--- src/rtl/mcg_cfg.svh ---
// Purpose: constants for the master clock generator
// Assumes: 32-bit APB, one word per register
// Notes: definitions only
`ifndef MCG_CFG_SVH
`define MCG_CFG_SVH

// apb map
`define MCG_AW        12
`define MCG_OFF_LOOP  12'h000
`define MCG_OFF_SYS1  12'h004
`define MCG_OFF_STAT  12'h008

// loop config word fields
`define MCG_F_SRC     1:0
`define MCG_F_VBAND   5:4
`define MCG_F_IDIV    9:8
`define MCG_F_ODIV    15:12
`define MCG_F_MUL     20:16
// system config one field
`define MCG_F_HALVE   0
// status word fields
`define MCG_F_PLLACT  0
`define MCG_F_LOCKED  1
`define MCG_F_HALVEAC 2
`define MCG_F_PEND    3
`define MCG_F_STEP    31:16

// field widths and limits
`define MCG_IDIV_W    2
`define MCG_ODIV_W    4
`define MCG_MUL_W     5
`define MCG_IDIV_MAX  2'h3
`define MCG_ODIV_MAX  4'he
`define MCG_SRC_PLL   2'h3
`define MCG_VB_RSVD   2'h3
`define MCG_VB_0      2'h0
`define MCG_VB_1      2'h1

// reset values
`define MCG_SRC_RST   2'h0
`define MCG_VB_RST    2'h0
`define MCG_IDIV_RST  2'h0
`define MCG_ODIV_RST  4'h0
`define MCG_MUL_RST   5'h00
`define MCG_HALVE_RST 1'b0

// digital vco model
`define MCG_CNT_W     6
`define MCG_VH_W      8
`define MCG_STEP_W    16
`define MCG_STEP_MIN  16'h0001
`define MCG_STEP_MAX  16'h8000
`define MCG_STEP_B0   16'h1000
`define MCG_STEP_B1   16'h1800
`define MCG_STEP_B2   16'h2000

`endif

--- src/rtl/mcg_pkg.sv ---
// Purpose: shared types of the master clock generator
// Assumes: mcg_cfg.svh supplies widths and reset values
// Notes: apb request and answer travel as structs
`include "mcg_cfg.svh"
package mcg_pkg;

    // which source drives the master clock
    typedef enum logic {
        MODE_BYPASS = 1'b0,
        MODE_PLL    = 1'b1
    } mcg_mode_e;

    // loop configuration settings
    typedef struct packed {
        logic [`MCG_MUL_W-1:0]  mul;
        logic [`MCG_ODIV_W-1:0] odiv;
        logic [`MCG_IDIV_W-1:0] idiv;
        logic [1:0]             vband;
        logic [1:0]             src;
    } mcg_cfg_s;

    localparam mcg_cfg_s CFG_RST = '{
        mul:   `MCG_MUL_RST,
        odiv:  `MCG_ODIV_RST,
        idiv:  `MCG_IDIV_RST,
        vband: `MCG_VB_RST,
        src:   `MCG_SRC_RST
    };

    // apb request from the master
    typedef struct packed {
        logic              psel;
        logic              penable;
        logic              pwrite;
        logic [`MCG_AW-1:0] paddr;
        logic [31:0]       pwdata;
    } mcg_apb_req_s;

    // apb answer to the master
    typedef struct packed {
        logic [31:0] prdata;
        logic        pready;
        logic        pslverr;
    } mcg_apb_rsp_s;

endpackage

--- src/rtl/mcg_master_clock_gen.sv ---
// Added by the designer: the address map and the APB slave port.
`timescale 1ns/1ps
// Purpose: master, cpu and system clock generation from the oscillator
// Assumes: oscillator input is slow against clk; clocks are made as
//          registered waveforms sampled on clk
// Notes: the vco is a phase accumulator steered by a frequency loop
`include "mcg_cfg.svh"

// What this block does
// - source select upper bit clear: bypass through both prescalers
// - bypass master rate is oscillator over (idiv+1) times (odiv+1)
// - input divider tops at 3, output divider tops at 14
// - both dividers zero in bypass: master follows oscillator edges and duty
// - source select 11 enables the loop, which supplies master
// - loop master is oscillator times (mul+1) over both divider terms
// - loop frequency is adjusted gradually, never abruptly
// - vco output divided by odiv plus one gives master clock
// - cpu clock is master clock, or half of it when halving set
// - core and external bus controller both run on cpu clock
// - system clock always runs at cpu clock frequency
// - vco band 00, 01, 10 select bands; 11 is reserved
module mcg_master_clock_gen (
    // clock and reset
    input  wire logic                  clk,
    input  wire logic                  rst_n,
    // oscillator pin
    input  wire logic                  oscillatorInput,
    // apb slave
    input  wire mcg_pkg::mcg_apb_req_s apbReq,
    output      mcg_pkg::mcg_apb_rsp_s apbRsp,
    // generated clocks
    output      logic                  masterClk,
    output      logic                  cpuClk,
    output      logic                  busCtrlClk,
    output      logic                  sysClk
);
    import mcg_pkg::*;

    mcg_cfg_s                  cfg_q;
    mcg_cfg_s                  cfgD;
    mcg_cfg_s                  act_q;
    logic                      halve_q;
    logic                      halveAct_q;
    logic [2:0]                osc_q;
    logic [`MCG_CNT_W-1:0]     cnt_q;
    logic                      mclk_q;
    logic                      cpu_q;
    logic                      cpuD;
    logic                      ebc_q;
    logic                      sys_q;
    logic [`MCG_STEP_W-1:0]    acc_q;
    logic [`MCG_STEP_W-1:0]    step_q;
    logic [`MCG_STEP_W-1:0]    stepD;
    logic [`MCG_STEP_W-1:0]    stepInit;
    logic [`MCG_STEP_W:0]      accSum;
    logic [`MCG_VH_W-1:0]      vh_q;
    logic [`MCG_VH_W-1:0]      vhInc;
    logic [`MCG_VH_W-1:0]      target;
    logic [`MCG_IDIV_W-1:0]    rise_q;
    logic                      arm_q;
    logic                      locked_q;
    logic [31:0]               rdat_q;
    logic [31:0]               cfgWord;
    logic [31:0]               statWord;
    mcg_mode_e                 actMode;

    // oscillator pin sync; stage 0 feeds only stage 1
    wire oscEdge = osc_q[1] ^ osc_q[2];
    wire oscRise = osc_q[1] & ~osc_q[2];
    wire oscFall = ~osc_q[1] & osc_q[2];

    // apb decode
    wire setup   = apbReq.psel & ~apbReq.penable;
    wire access  = apbReq.psel & apbReq.penable;
    wire hitLoop = apbReq.paddr == `MCG_OFF_LOOP;
    wire hitSys  = apbReq.paddr == `MCG_OFF_SYS1;
    wire hitStat = apbReq.paddr == `MCG_OFF_STAT;
    wire hitAny  = hitLoop | hitSys | hitStat;
    wire wrLoop  = access & apbReq.pwrite & hitLoop;
    wire wrSys   = access & apbReq.pwrite & hitSys;
    wire [31:0] rdNext = hitLoop ? cfgWord :
                         hitSys  ? {31'h0, halve_q} :
                         hitStat ? statWord : 32'h0;

    // answer: no wait states, unmapped address flags an error
    assign apbRsp.pready  = 1'b1;
    assign apbRsp.pslverr = access & ~hitAny;
    assign apbRsp.prdata  = rdat_q;

    // source in force; an upper bit set without 11 stays bypass
    assign actMode = (act_q.src == `MCG_SRC_PLL) ? MODE_PLL
                                                 : MODE_BYPASS;
    wire pllAct  = actMode == MODE_PLL;
    wire pending = cfg_q != act_q;

    // divider selection
    wire [`MCG_CNT_W-1:0] byN = `MCG_CNT_W'(
        ({4'h0, act_q.idiv} + 6'h1) * ({2'h0, act_q.odiv} + 6'h1));
    wire [`MCG_CNT_W-1:0] kDiv = {2'h0, act_q.odiv} + 6'h1;
    wire [`MCG_CNT_W-1:0] divN = pllAct ? kDiv : byN;

    // half-period events: oscillator edges or vco half cycles
    assign accSum = {1'b0, acc_q} + {1'b0, step_q};
    wire vcoHalf = pllAct & accSum[`MCG_STEP_W];
    // after a move to bypass, wait for a pin fall: no short first phase
    wire srcTick = pllAct ? vcoHalf : oscEdge & ~arm_q;
    wire toggle  = srcTick & (cnt_q == divN - 6'h1);
    wire mRise   = toggle & ~mclk_q;
    wire mFall   = toggle & mclk_q;
    // new settings land only as master falls, so no runt high phase
    wire adopt   = mFall & pending;
    wire hvAdopt = mRise & ~cpu_q;

    // frequency loop window spans idiv+1 oscillator periods
    wire winEnd = pllAct & oscRise & (rise_q == act_q.idiv);
    assign target = `MCG_VH_W'({act_q.mul, 1'b0}) + 8'h2;
    assign vhInc  = (vh_q == {`MCG_VH_W{1'b1}}) ? vh_q
                                               : vh_q + `MCG_VH_W'(vcoHalf);
    assign stepInit = (cfg_q.vband == `MCG_VB_0) ? `MCG_STEP_B0 :
                      (cfg_q.vband == `MCG_VB_1) ? `MCG_STEP_B1
                                                 : `MCG_STEP_B2;

    // step moves one unit per window at most: no abrupt jumps
    always_comb begin
        stepD = step_q;
        if (!pllAct) begin
            stepD = stepInit;
        end else if (winEnd && vhInc < target
                     && step_q < `MCG_STEP_MAX) begin
            stepD = step_q + 16'h1;
        end else if (winEnd && vhInc > target
                     && step_q > `MCG_STEP_MIN) begin
            stepD = step_q - 16'h1;
        end
    end

    // register write with clamp and reserved band refusal
    always_comb begin
        cfgD = cfg_q;
        if (wrLoop) begin
            cfgD.src  = apbReq.pwdata[`MCG_F_SRC];
            cfgD.idiv = apbReq.pwdata[`MCG_F_IDIV];
            cfgD.mul  = apbReq.pwdata[`MCG_F_MUL];
            if (apbReq.pwdata[`MCG_F_ODIV] > `MCG_ODIV_MAX) begin
                cfgD.odiv = `MCG_ODIV_MAX;
            end else begin
                cfgD.odiv = apbReq.pwdata[`MCG_F_ODIV];
            end
            if (apbReq.pwdata[`MCG_F_VBAND] != `MCG_VB_RSVD) begin
                cfgD.vband = apbReq.pwdata[`MCG_F_VBAND];
            end
        end
    end

    // cpu clock: master, or toggled on each master rise when halved
    always_comb begin
        cpuD = cpu_q;
        if (mRise) begin
            cpuD = ~cpu_q;
        end else if (mFall && !halveAct_q) begin
            cpuD = 1'b0;
        end
    end

    // read words
    always_comb begin
        cfgWord = 32'h0;
        cfgWord[`MCG_F_SRC]   = cfg_q.src;
        cfgWord[`MCG_F_VBAND] = cfg_q.vband;
        cfgWord[`MCG_F_IDIV]  = cfg_q.idiv;
        cfgWord[`MCG_F_ODIV]  = cfg_q.odiv;
        cfgWord[`MCG_F_MUL]   = cfg_q.mul;
        statWord = 32'h0;
        statWord[`MCG_F_PLLACT]  = pllAct;
        statWord[`MCG_F_LOCKED]  = locked_q;
        statWord[`MCG_F_HALVEAC] = halveAct_q;
        statWord[`MCG_F_PEND]    = pending;
        statWord[`MCG_F_STEP]    = step_q;
    end

    // registers and read capture
    always_ff @(posedge clk or negedge rst_n) begin
        if (!rst_n) begin
            cfg_q   <= CFG_RST;
            halve_q <= `MCG_HALVE_RST;
            rdat_q  <= 32'h0;
        end else begin
            cfg_q   <= cfgD;
            halve_q <= wrSys ? apbReq.pwdata[`MCG_F_HALVE] : halve_q;
            rdat_q  <= setup ? rdNext : rdat_q;
        end
    end

    // master clock divider and settings in force
    always_ff @(posedge clk or negedge rst_n) begin
        if (!rst_n) begin
            osc_q  <= 3'h0;
            arm_q  <= 1'b0;
            act_q  <= CFG_RST;
            cnt_q  <= '0;
            mclk_q <= 1'b0;
        end else begin
            osc_q  <= {osc_q[1:0], oscillatorInput};
            arm_q  <= (adopt & (cfg_q.src != `MCG_SRC_PLL))
                      | (arm_q & ~oscFall);
            act_q  <= adopt ? cfg_q : act_q;
            cnt_q  <= toggle  ? '0 :
                      srcTick ? cnt_q + 6'h1 : cnt_q;
            mclk_q <= toggle ? ~mclk_q : mclk_q;
        end
    end

    // vco accumulator and frequency loop
    always_ff @(posedge clk or negedge rst_n) begin
        if (!rst_n) begin
            acc_q    <= '0;
            step_q   <= `MCG_STEP_B0;
            vh_q     <= '0;
            rise_q   <= '0;
            locked_q <= 1'b0;
        end else begin
            acc_q    <= pllAct ? accSum[`MCG_STEP_W-1:0] : '0;
            step_q   <= stepD;
            vh_q     <= (!pllAct || winEnd) ? '0 : vhInc;
            rise_q   <= !pllAct ? '0 :
                        winEnd  ? '0 :
                        oscRise ? rise_q + 2'h1 : rise_q;
            locked_q <= pllAct & (winEnd ? vhInc == target
                                         : locked_q);
        end
    end

    // cpu, bus controller and system clocks share one next value
    always_ff @(posedge clk or negedge rst_n) begin
        if (!rst_n) begin
            halveAct_q <= `MCG_HALVE_RST;
            cpu_q      <= 1'b0;
            ebc_q      <= 1'b0;
            sys_q      <= 1'b0;
        end else begin
            halveAct_q <= hvAdopt ? halve_q : halveAct_q;
            cpu_q      <= cpuD;
            ebc_q      <= cpuD;
            sys_q      <= cpuD;
        end
    end

    assign masterClk  = mclk_q;
    assign cpuClk     = cpu_q;
    assign busCtrlClk = ebc_q;
    assign sysClk     = sys_q;
endmodule

--- config.mk ---
export PLATFORM = sky130hd
export DESIGN_NAME = mcg_master_clock_gen
export DESIGN_NICKNAME = d
export VERILOG_FILES = /design/src/rtl/mcg_pkg.sv /design/src/rtl/mcg_master_clock_gen.sv
export VERILOG_INCLUDE_DIRS = /design/src /design/src/rtl
export SDC_FILE = /design/constraint.sdc
export NUM_CORES = 1
export LEC_CHECK = 0
export BUFFER_PORTS_ARGS = -buffer_cell sky130_fd_sc_hd__buf_2
export CORE_MARGIN = 1
export CORE_UTILIZATION = 35
export CTS_CLUSTER_DIAMETER = 100
export DETAILED_ROUTE_END_ITERATION = 12
export SLEW_MARGIN = 20
export SYNTH_ARGS = -nofsm -noshare
export SYNTH_HDL_FRONTEND = slang
export SYNTH_SLANG_ARGS = --single-unit
--- constraint.sdc ---
create_clock -name clk -period 4.4 [get_ports clk]
set_clock_uncertainty 0.1 [all_clocks]
set_input_delay 0.22 -clock clk [delete_from_list [all_inputs] [get_ports clk]]
set_output_delay 0.22 -clock clk [all_outputs]
set_load 0.05 [all_outputs]
* Yosys cells after proc, flatten, opt, wreduce, memory -nomap -nowiden
Index checks and enable logic that the tools add are counted. Widths: inputs -> output; s select.
Word-level totals: register bits 119, input bits 50, output and inout bits 38, word-level logic and storage cells 120
Operators by class: add/sub/neg operators 10, $mul 1, $lt $le $gt $ge 5, eq/ne operators 13, muxes and demuxes 23, bitwise logic cells 32, reductions and logical operators 13
Operators with widths (number):
- $mux 32 | 3
- $mux 16 | 4
- $mux 14 | 2
- $and 1x1->1 | 20
- $mux 6 | 3
- $add 16x16->17 | 1
- $add 16x1->16 const B | 1
- $gt 16x1->1 const B | 1
- $lt 16x16->1 const B | 1
- $mux 8 | 2
- $sub 16x1->16 const B | 1
- $ne 15x15->1 | 1
- $eq 12x3->1 const B | 1
- $eq 12x4->1 const B | 1
- $logic_not 12->1 | 1
- $add 8x1->8 | 1
- $eq 8x7->1 | 1
- $eq 8x8->1 const B | 1
- $gt 8x7->1 | 1
- $lt 8x7->1 | 1
- $not 1->1 | 8
- $add 6x2->7 const B | 1
- $add 6x1->6 const B | 1
- $eq 6x6->1 | 1
- other kinds (23) | 38

* Depth between registers and ports, before layout
Gate-level depths: netlist of run 1.
word-level depth 11, depth in mapped cells 21, gate-level depth less buffers 21

* Worst setup path after synthesis of run 1
No wires, ideal clock.
kind flip-flop to flip-flop, start point reg step_q[0], end point reg step_q[11], library setup time 0.122 ns, arrival 4.297 ns, required time 4.178 ns, path slack -0.118 ns, stages on the path, launching flop included 22, path buffers 0, clock period less this slack 4.518 ns, cells stage by stage dfrtp_1 ha_1 inv_1 fa_1 nor2b_1 o31a_1 nor2_1 o211ai_1 and2_1 ha_1 and2_1 nand2_1 xor2_1 nand2_1 ha_1 or3_1 o21ai_0 a21o_1 nand2_1 or4_1 a22o_1 a32o_1
Between the ends: longest elaborated chain between the ends 9, elaborated cells on any way between the ends 18, classes of those cells 4 x add/sub; 4 x order compare; 1 x eq/ne; 4 x mux; 1 x bitwise; 4 x reduce/logical
Ends and longest elaborated chain:
- start: declaration | line mcg_master_clock_gen.sv:52 | logic [`MCG_STEP_W-1:0] step_q;
- start signal: assignment | line mcg_master_clock_gen.sv:217 | step_q <= `MCG_STEP_B0;
- start signal: assignment | line mcg_master_clock_gen.sv:223 | step_q <= stepD;
- $add 16x16->17 | line mcg_master_clock_gen.sv:103 | assign accSum = {1'b0, acc_q} + {1'b0, step_q};
- $and 1x1->1 | line mcg_master_clock_gen.sv:104 | wire vcoHalf = pllAct & accSum[`MCG_STEP_W];
- $add 8x1->8 | line mcg_master_clock_gen.sv:118 | : vh_q + `MCG_VH_W'(vcoHalf);
- $mux 8 | line mcg_master_clock_gen.sv:117 | assign vhInc = (vh_q == {`MCG_VH_W{1'b1}}) ? vh_q
- $lt 8x7->1 | line mcg_master_clock_gen.sv:128 | end else if (winEnd && vhInc < target
- $logic_and 1x1->1 | line mcg_master_clock_gen.sv:128
- $logic_and 1x1->1 (no source line)
- $mux 16 | line mcg_master_clock_gen.sv:128
- $mux 16 | line mcg_master_clock_gen.sv:126 | if (!pllAct) begin
Several ways; a longest one is shown, not always the timed one. The select of a mux whose other input is x is not followed. A chain may end at the register's enable or synchronous reset.

* Worst setup path after layout of run 1
Same ends and word-level chain as after synthesis.

==> results of run 1 <==
-- cell usage in the layout (no fill, tap or decap), types with 13 or more instances in the layout --
master / instances
a21oi_1: 26
a22o_1: 21
buf_2: 64
buf_4: 70
clkbuf_16: 17
dfrtp_1: 113
dlygate4sd3_1: 18
ha_1: 31
inv_1: 28
mux2i_1: 18
nand2_1: 84
nand3_1: 17
nor2_1: 53
nor3_1: 23
o21ai_0: 25
xnor2_1: 13
xor2_1: 33
-- timing repair --
| action | in CTS | in global routing |
|---|---|---|
| setup buffers | 6 | 7 |
| pin swaps | 4 | 18 |
| hold buffers | 18 | 0 |
| setup endpoints to repair | 16 | 32 |
| hold endpoints to repair | 58 | 0 |
| gates cloned | 0 | 0 |
| gates resized for setup | 11 | 44 |
-- state kept, by name (all words and copies together) (netlist names), 2 cells and up --
name and count:
cnt_q 6, step_q 16, cfgWord 15, vh_q 8, rise_q 2, rdat_q 28
acc_q 16, osc_q 3, act_q 15
-- cell families after synthesis --
group                    count (synthesis)
other                                    2
XOR/XNOR                                51
flip-flops                             115
buffers and inverters                   60
adder cells (fa/ha/maj)                 43
AO/OA/AOI/OAI                          138
AND/OR/NAND/NOR                        267
multiplexers                            36
-- layer usage --
layer | up-vias | global-route usage | share of wire
li1 | 2810 | - | -
met1 | 2794 | 0.252 | 0.46
met2 | 112 | 0.313 | 0.48
met3 | 32 | 0.0493 | 0.039
met4 | 0 | 0.0617 | 0.019
met5 | - | 0 | 0
-- report_power, final --
group	leakage, nW	switching (mW)	internal [mW]
Combinational	2.59	0.131	0.0518
Clock	0.290	0.546	0.900
Sequential	1.59	0.0155	1.07
Total	4.47	0.693	2.02
-- path summary, 6_finish.rpt --
kind	end	slack [ns]	cells after the start
setup / recovery	step_q[11]$_DFFE_PN0P_	-0.09	21
hold / removal	rdat_q[0]$_DFFE_PN0P_	0.08	4
setup reg to reg	step_q[11]$_DFFE_PN0P_	-0.09	21
hold reg to reg	osc_q[1]$_DFF_PN0_	0.25	0
max in group asynchronous	act_q[0]$_DFFE_PN0P_	2.92	3
min in group asynchronous	acc_q[5]$_DFF_PN0_	0.25	2
-- worst register-to-register path, cell delays in order (launching register included) --
cell and delay (ns):
dfrtp_1 0.35, ha_2 0.19, inv_2 0.04, fa_2 0.34, nor2b_2 0.13, o31a_1 0.19, nor2_2 0.06, o211ai_1 0.25
and2_1 0.18, ha_2 0.20, and2_4 0.17, nand2_2 0.06, xor2_1 0.18, nand2_1 0.12, ha_4 0.26, or3_4 0.38
o21ai_2 0.10, a21o_1 0.17, nand2_2 0.07, or4_4 0.48, a22o_1 0.19, a32o_1 0.20
-- area by class of cell --
type                       instances  area, um2  share of cell area
clock inverter                    13        178              0.0197
sequential                       115       2880               0.320
multi-input combinational        540       4000               0.445
inverter                          29        109              0.0121
clock buffer                      19        433              0.0481
tap                              260        325              0.0362
timing repair buffer             155       1070               0.119
==> results.yml, run 1 <==
final_layout:
  fillCellCount: 1785
  areaGrowthSynthToFinish_pct: 31.6
  diodes: 0
  instances_no_fill: 1131
  final_area_um2: 9000
  drive_above_1_share: 0.274
  finalNetCount: 951
  fin_util: 0.475
timing:
  tightestPinTransition_ns: 0.928
  relSlewSlack: 0.381
  fin_ws_ns: -0.0885
  finalSetupViolations: 4
  grt_setup_unrepaired: "yes"
  fin_setup_tns_ns: -0.228
  fin_crit_ns: 4.49
  slew_viol_final: 0
  holdWs_ns: 0.0847
  hold_violations: 0
  timing.fmax_ghz: 0.223
  final.period_utilization: 1.02
floorplanning:
  io_pins: 88
  die_h_um: 142
  row_count: 50
  die_area_um2: 20100
  start_util: 0.361
  core-area_um2: 19000
  die_w_um: 142
power:
  leakage_nw: 4.47
  ir_drop_v: 0.000239
  p_per_area_nw_per_um2: 302
  fin_total_pwr_mw: 2.71
worst_setup_path:
  cp.arrival_ns: 4.70
  cp_data_required_time_ns: 4.61
  end_kind: "flop"
  timing.rr.start: "step_q[0]$_DFFE_PN0P_"
  critPathBufInv: 1
  cp_max_fo: 3
  max_stage_delay_ns: 0.48
  path_delay_family: "simple AND/OR/NAND/NOR gates"
  path_cells: "ha_2 > inv_2 > fa_2 > nor2b_2 > o31a_1 > nor2_2 > o211ai_1 > and2_1 > ha_2 > and2_4 > nand2_2 > xor2_1 > nand2_1 > ha_4 > or3_4 > o21ai_2 > a21o_1 > nand2_2 > or4_4 > a22o_1 > a32o_1"
  crit_path_start: "step_q[0]$_DFFE_PN0P_"
  worstSetupPathType: "reg -> reg"
  crit_slowest_cell: "or4_4"
  cp-start-kind: "flop"
drt:
  wl_mm: 18.4
  post_drt_wl_per_cell_um: 16.2
  ant_nets: 0
  vias_per_cell: 5.08
  drt_iter0_drc: 334
  vias: 5748
  drtPass1Iterations: 6
  drc: 0
synthesis:
  synth-simple-area-share: 0.191
  synth_top_cell_area_share: 0.417
  synth_top_area_cell: "dfrtp_1"
  yosysSeqAreaShare: 0.421
  synth_compound_area_frac: 0.135
  yosysWarnings: 0
  synth_most_common_cell: "dfrtp_1"
  synth_top_family_by_area: "simple AND/OR/NAND/NOR gates"
  synthMuxAreaShare: 0.0609
  synth_adder_area_share: 0.0842
  ys.flop_type: "dfrtp_1"
  synth_area_leaders: "dfrtp_1 42%, ha_1 7.0%, nand2_1 4.8%"
  synth-edff-count: 0
  ys_seq_elements: 115
  synthesis.area_um2: 6840
  synth_xor_xnor_area_share: 0.0673
  async_reset_ff_frac: 1.00
  netlist_top_cells_count: "114 x dfrtp_1, 87 x nand2_1, 55 x nor2_1"
  syn_inst: 712
  syn_area_per_cell_um2: 9.61
  synth.distinct_cells: 59
min_path:
  hp-start: "apbReq[42]"
  hp-class: "in -> reg"
clock_network:
  cts_root_buf: "clkbuf_16"
  cts_sinks: 115
  tritoncts: "done"
  cts_max_path_buffers: 2
  cts.htree.levels: 4
  cts.clk_slew.worst_paths_ns: 0.06
  cts_buffers: 17
  insertion_delay_ns: 0.43
place:
  dp_hpwl_mm: 12.9
  place_area_um2: 7810
  gp_routability_congestion: 0.863
  dp_cells: 1068
  io_buffers: 65
  pre_cts_slack_ns: -0.245
job:
  maxCapViolations: 0
global_routing:
  grt_max_degree: 46
  grt_pass1_vias: 5790
  grt_pass1_wl_mm: 29.8
  antenna_found_initial: 0
  grt_remaining_overflow: 0
  track_usage: 0.193
status:
  status: "finished, violations left"
  violations: "negative setup slack"
Power figures use the tool's default switching activity.
==> inputs of run 2 (changes only) <==
--- a/config.mk
+++ b/config.mk
@@ -11,6 +11,7 @@
 export CORE_UTILIZATION = 35
 export CTS_CLUSTER_DIAMETER = 100
 export DETAILED_ROUTE_END_ITERATION = 12
+export SKIP_LAST_GASP = 1
 export SLEW_MARGIN = 20
 export SYNTH_ARGS = -nofsm -noshare
 export SYNTH_HDL_FRONTEND = slang
==> results.yml, run 2 (synthesis gave the netlist of run 1 again) <==
clock_network:
  cts.clk_slew.worst_paths_ns: 0.06
  cts_max_path_buffers: 2
  cts_root_buf: "clkbuf_16"
  cts.htree.levels: 4
  tritoncts: "done"
  insertion_delay_ns: 0.43
  cts_buffers: 17
  cts_sinks: 115
drt:
  wl_met2_mm: 8.85
  routed.top_layer: "met4"
  drt-met1-wl_mm: 8.49
  drc: 0
  drtPass1Iterations: 4
  post_drt_wl_per_cell_um: 16.3
  wl_mm: 18.4
  wl_met3_um: 761
  drt_iter0_drc: 357
  vias_per_cell: 5.11
  ant_nets: 0
  vias: 5775
worst_setup_path:
  path_delay_family: "simple AND/OR/NAND/NOR gates"
  end_kind: "flop"
  crit_slowest_cell: "or3_4"
  max_stage_delay_ns: 0.40
  critPathBufInv: 2
  cp_data_required_time_ns: 4.64
  worstSetupPathType: "reg -> reg"
  path_cells: "ha_2 > inv_2 > fa_2 > nor2b_2 > o31a_1 > nor2_2 > o211ai_1 > and2_1 > ha_2 > and2_4 > nand2_2 > xor2_1 > nand2_1 > ha_4 > or3_4 > o21ai_4 > a21oi_4 > nor4_2 > buf_4 > a22oi_2 > or3_1 > a31oi_1"
  cp_common_cell: "ha_2"
  cp_max_fo: 6
  cp-start-kind: "flop"
  cp.arrival_ns: 4.74
floorplanning:
  die_w_um: 142
  start_util: 0.361
  core-area_um2: 19000
  die_h_um: 142
  io_pins: 88
  row_count: 50
  die_area_um2: 20100
job:
  maxCapViolations: 0
timing:
  relSlewSlack: 0.385
  timing.fmax_ghz: 0.222
  final.period_utilization: 1.02
  hold_violations: 0
  slew_viol_final: 0
  fin_ws_ns: -0.0996
  grt_setup_unrepaired: "yes"
  finalSetupViolations: 6
  fin_setup_tns_ns: -0.275
  tightestPinTransition_ns: 0.922
  fin_crit_ns: 4.50
min_path:
  hp-class: "in -> reg"
global_routing:
  grt_remaining_overflow: 0
  track_usage: 0.193
  grt_pass1_wl_mm: 29.8
  grt_max_degree: 46
  grt_pass1_vias: 5779
  antenna_found_initial: 0
final_layout:
  drive_above_1_share: 0.276
  final_area_um2: 9010
  mostFrequentLayoutCells: "113 x dfrtp_1, 84 x nand2_1, 67 x buf_4"
  diodes: 0
  mostFrequentLayoutCell: "dfrtp_1"
  instances_no_fill: 1131
  finalNetCount: 951
  fin_util: 0.475
  top_register: "rdat_q"
  fillCellCount: 1788
  largest_reg_flops: 28
  areaGrowthSynthToFinish_pct: 31.7
  top_regs: "rdat_q (28), acc_q (16), step_q (16)"
place:
  place_area_um2: 7810
  gp_routability_congestion: 0.863
  dp_hpwl_mm: 12.9
  io_buffers: 65
  dp_cells: 1068
  pre_cts_slack_ns: -0.245
power:
  p_sw_uw: 691
  ir_drop_v: 0.000238
  leakage_nw: 4.51
  p_comb_frac: 0.068
  swShare: 0.255
  internal_power_mw: 2.02
  p_per_area_nw_per_um2: 301
  power_frac_seq: 0.400
  pwr-share-clk: 0.532
status:
  violations: "negative setup slack"
  status: "finished, violations left"
-- run 2: cell counts in the layout (fill, tap and decap cells not counted) --
No cell type changed its count.
-- run 2: worst register-to-register path, delay by kind of cell, from the launching register on --
kind / cells / cell delay (ns)
xor gates and xnor gates: 1 / 0.18
buffers and inverters: 2 / 0.21
AOI/OAI and AO/OA: 6 / 0.87
and+or+nand+nor: 9 / 1.75
DFF: 1 / 0.35
adders and majority gates: 4 / 0.99
-- run 2: layout make-up --
type,count,area (um2),area share
inverter,29,109,0.0121
tap,260,325,0.0361
clock inverter,13,178,0.0197
clock buffer,19,433,0.0481
timing repair buffer,155,1080,0.120
sequential,115,2880,0.320
multi-input combinational,540,4000,0.444
-- run 2: power by group through the flow --
stage / clock network [mW] / registers, mW / logic, mW
after CTS: 1.47 / 1.08 / 0.186
final: 1.44 / 1.08 / 0.183
after global placement: 0 / 1.10 / 0.174
after detailed placement: 0 / 1.10 / 0.174
after floorplan: 0 / 1.13 / 0.0903
after global routing: 1.51 / 1.09 / 0.197
-- run 2: through the flow --
step	hold WS, ns	power (mW)
floorplan	-0.176	1.22
global placement	0.172	1.28
detailed placement	0.183	1.28
CTS	0.0788	2.74
global route	0.120	2.80
finish	0.0888	2.71
-- run 2: repair_timing --
item,4_1_cts,5_1_grt
hold endpoints to repair,58,0
resized for setup,10,50
setup buffers,6,8
pin swaps,4,20
hold buffers,18,0
endpoints found under the setup margin,16,32
-- run 2: worst paths after layout --
check | to | start | slack (ns) | depth (start not counted)
worst max-delay path | step_q[12]$_DFFE_PN1P_ | step_q[0]$_DFFE_PN0P_ | -0.1 | 22
worst min-delay path | rdat_q[0]$_DFFE_PN0P_ | apbReq[42] | 0.09 | 4
worst max register to register | step_q[12]$_DFFE_PN1P_ | step_q[0]$_DFFE_PN0P_ | -0.1 | 22
worst min register to register | osc_q[1]$_DFF_PN0_ | osc_q[0]$_DFF_PN0_ | 0.25 | 0
max in group asynchronous | act_q[0]$_DFFE_PN0P_ | rst_n | 2.91 | 3
min in group asynchronous | acc_q[5]$_DFF_PN0_ | rst_n | 0.25 | 2
-- run 2: routing by layer --
layer / track usage / vias to the layer above
met2: 0.314 / 121
met5: 0 / -
li1: - / 2815
met4: 0.0594 / 0
met3: 0.0493 / 27
met1: 0.252 / 2812
==> inputs of run 3 (changes only) <==
==> constraint.sdc (replaced) <==
create_clock -name clk -period 5.7 [get_ports clk]
set_clock_uncertainty 0.1 [all_clocks]
set_input_delay 0.285 -clock clk [delete_from_list [all_inputs] [get_ports clk]]
set_output_delay 0.285 -clock clk [all_outputs]
set_load 0.05 [all_outputs]
==> results.yml, run 3 (synthesis gave the netlist of run 1 again) <==
drt:
  wl_mm: 16.4
  vias: 5491
  vias_per_cell: 5.14
  ant_nets: 0
  drc: 0
  drtPass1Iterations: 6
  drt_iter0_drc: 307
  post_drt_wl_per_cell_um: 15.3
final_layout:
  top_regs: "rdat_q (28), acc_q (16), step_q (16)"
  finalNetCount: 888
  seqCellArea_um2: 2880
  multi_input_area_um2: 3700
  areaGrowthSynthToFinish_pct: 21.2
  final_area_um2: 8290
  largest_reg_flops: 28
  mostFrequentLayoutCells: "114 x dfrtp_1, 87 x nand2_1, 64 x buf_2"
  drive_above_1_share: 0.168
  fillCellCount: 1836
  diodes: 0
  mostFrequentLayoutCell: "dfrtp_1"
  top_register: "rdat_q"
  fin_util: 0.437
timing:
  fin_setup_tns_ns: 0
  final.period_utilization: 0.932
  timing.fmax_ghz: 0.188
  slew_viol_final: 0
  tightestPinTransition_ns: 0.913
  fin_crit_ns: 5.31
  grt_setup_unrepaired: "yes"
  hold_violations: 0
  relSlewSlack: 0.392
  finalSetupViolations: 0
clock_network:
  cts_resized: 0
  cts_sinks: 115
  tritoncts: "done"
  cts_root_buf: "clkbuf_16"
  cts_buffers: 17
  cts_max_path_buffers: 2
  insertion_delay_ns: 0.42
  cts.htree.levels: 4
  cts.clk_slew.worst_paths_ns: 0.06
global_routing:
  track_usage: 0.178
  grt_max_degree: 60
  grt_pass1_wl_mm: 27.7
  grt_remaining_overflow: 0
  grt_pass1_vias: 5497
  antenna_found_initial: 0
worst_setup_path:
  regToRegSetupSlack_ns: 0.39
  path_cells: "ha_1 > inv_1 > fa_1 > nor2b_1 > o31a_1 > nor2_1 > o211ai_1 > and2_1 > ha_1 > ha_1 > xnor2_1 > nand2_1 > ha_1 > nor2b_1 > o21a_1 > o21ai_0 > a21o_1 > nand2_1 > or4_1 > a22o_1 > a32o_1"
  cp_common_cell: "ha_1"
  cp_data_required_time_ns: 5.91
  path_delay_family: "simple AND/OR/NAND/NOR gates"
  crit_slowest_cell: "or4_1"
  cp-start-kind: "flop"
  cp_max_fo: 7
  critPathBufInv: 1
  cp.arrival_ns: 5.52
  end_kind: "flop"
  max_stage_delay_ns: 0.59
  worstSetupPathType: "reg -> reg"
floorplanning:
  row_count: 50
  die_area_um2: 20100
  die_w_um: 142
  io_pins: 88
  die_h_um: 142
  start_util: 0.361
  core-area_um2: 19000
place:
  dp_hpwl_mm: 11.3
  place_area_um2: 7410
  gp_routability_congestion: 0.842
  io_buffers: 65
power:
  p_per_area_nw_per_um2: 272
  fin_total_pwr_mw: 2.26
  ir_drop_v: 0.000262
  leakage_nw: 4.14
min_path:
  hp-class: "in -> reg"
job:
  maxCapViolations: 0
status:
  status: "complete, no violations"
-- run 3: cell types whose count changed in the layout (fill, tap and decap cells not counted), sizes merged --
cell         delta
clkinvlp        +1
clkbuf          -2
dlygate4sd3     -3
bufinv          +4
inv             +1
clkinv          -4
buf            -60
-- run 3: final timing paths --
| kind | startpoint | to | depth (start not counted) |
|---|---|---|---|
| min in group asynchronous | rst_n | acc_q[3]$_DFF_PN0_ | 2 |
| min | apbReq[5] | cfgWord[5]$_DFFE_PN0P_ | 3 |
| min reg2reg | osc_q[0]$_DFF_PN0_ | osc_q[1]$_DFF_PN0_ | 0 |
| max | step_q[0]$_DFFE_PN0P_ | step_q[11]$_DFFE_PN0P_ | 21 |
| max reg2reg | step_q[0]$_DFFE_PN0P_ | step_q[11]$_DFFE_PN0P_ | 21 |
| max in group asynchronous | rst_n | act_q[6]$_DFFE_PN0P_ | 3 |
-- run 3: report_power, final --
group | internal (mW) | switching (mW) | leakage, nW | total [mW]
Clock | 0.868 | 0.415 | 0.331 | 1.28
Sequential | 0.825 | 0.0112 | 1.59 | 0.837
Combinational | 0.0374 | 0.100 | 2.22 | 0.137
-- run 3: repair_timing --
action                                 in CTS  in global routing
hold buffers                               15                  0
setup endpoints to repair                   0                  2
buffers inserted                            0                  2
endpoints found under the hold margin      70                  0
-- run 3: per-layer routing --
metal  track usage  part of all wire  up-vias
met3        0.0432             0.051       19
li1              -                 -     2689
met1         0.238              0.48     2633
met4        0.0668             0.017        0
met5             0                 0        -
met2         0.277              0.45      150
-- run 3: layout make-up --
cell class	instances	share of cell area
Tap cell	260	0.0393
Sequential cell	115	0.347
Inverter	29	0.0131
Clock buffer	17	0.0513
Multi-Input combinational cell	540	0.447
Clock inverter	15	0.0334
Timing Repair Buffer	92	0.0685
-- run 3: worst register-to-register path: cells and delay by family (launching register included) --
family / cells / cell delay, ns
fa+ha+maj: 5 / 1.34
compound gates: 7 / 1.51
simple gates: 7 / 1.56
flops: 1 / 0.46
buf+inv: 1 / 0.06
xor+xnor: 1 / 0.16
-- run 3: through the flow --
stage          setup WS [ns]  hold slack [ns]  instances
4_1_cts                0.343          0.00214       1066
6_report               0.386           0.0193       1068
3_3_place_gp           0.444            0.236       1019
2_1_floorplan           1.18           -0.111        715
5_1_grt              -0.0164           0.0421       1068
3_5_place_dp           0.385            0.237       1019
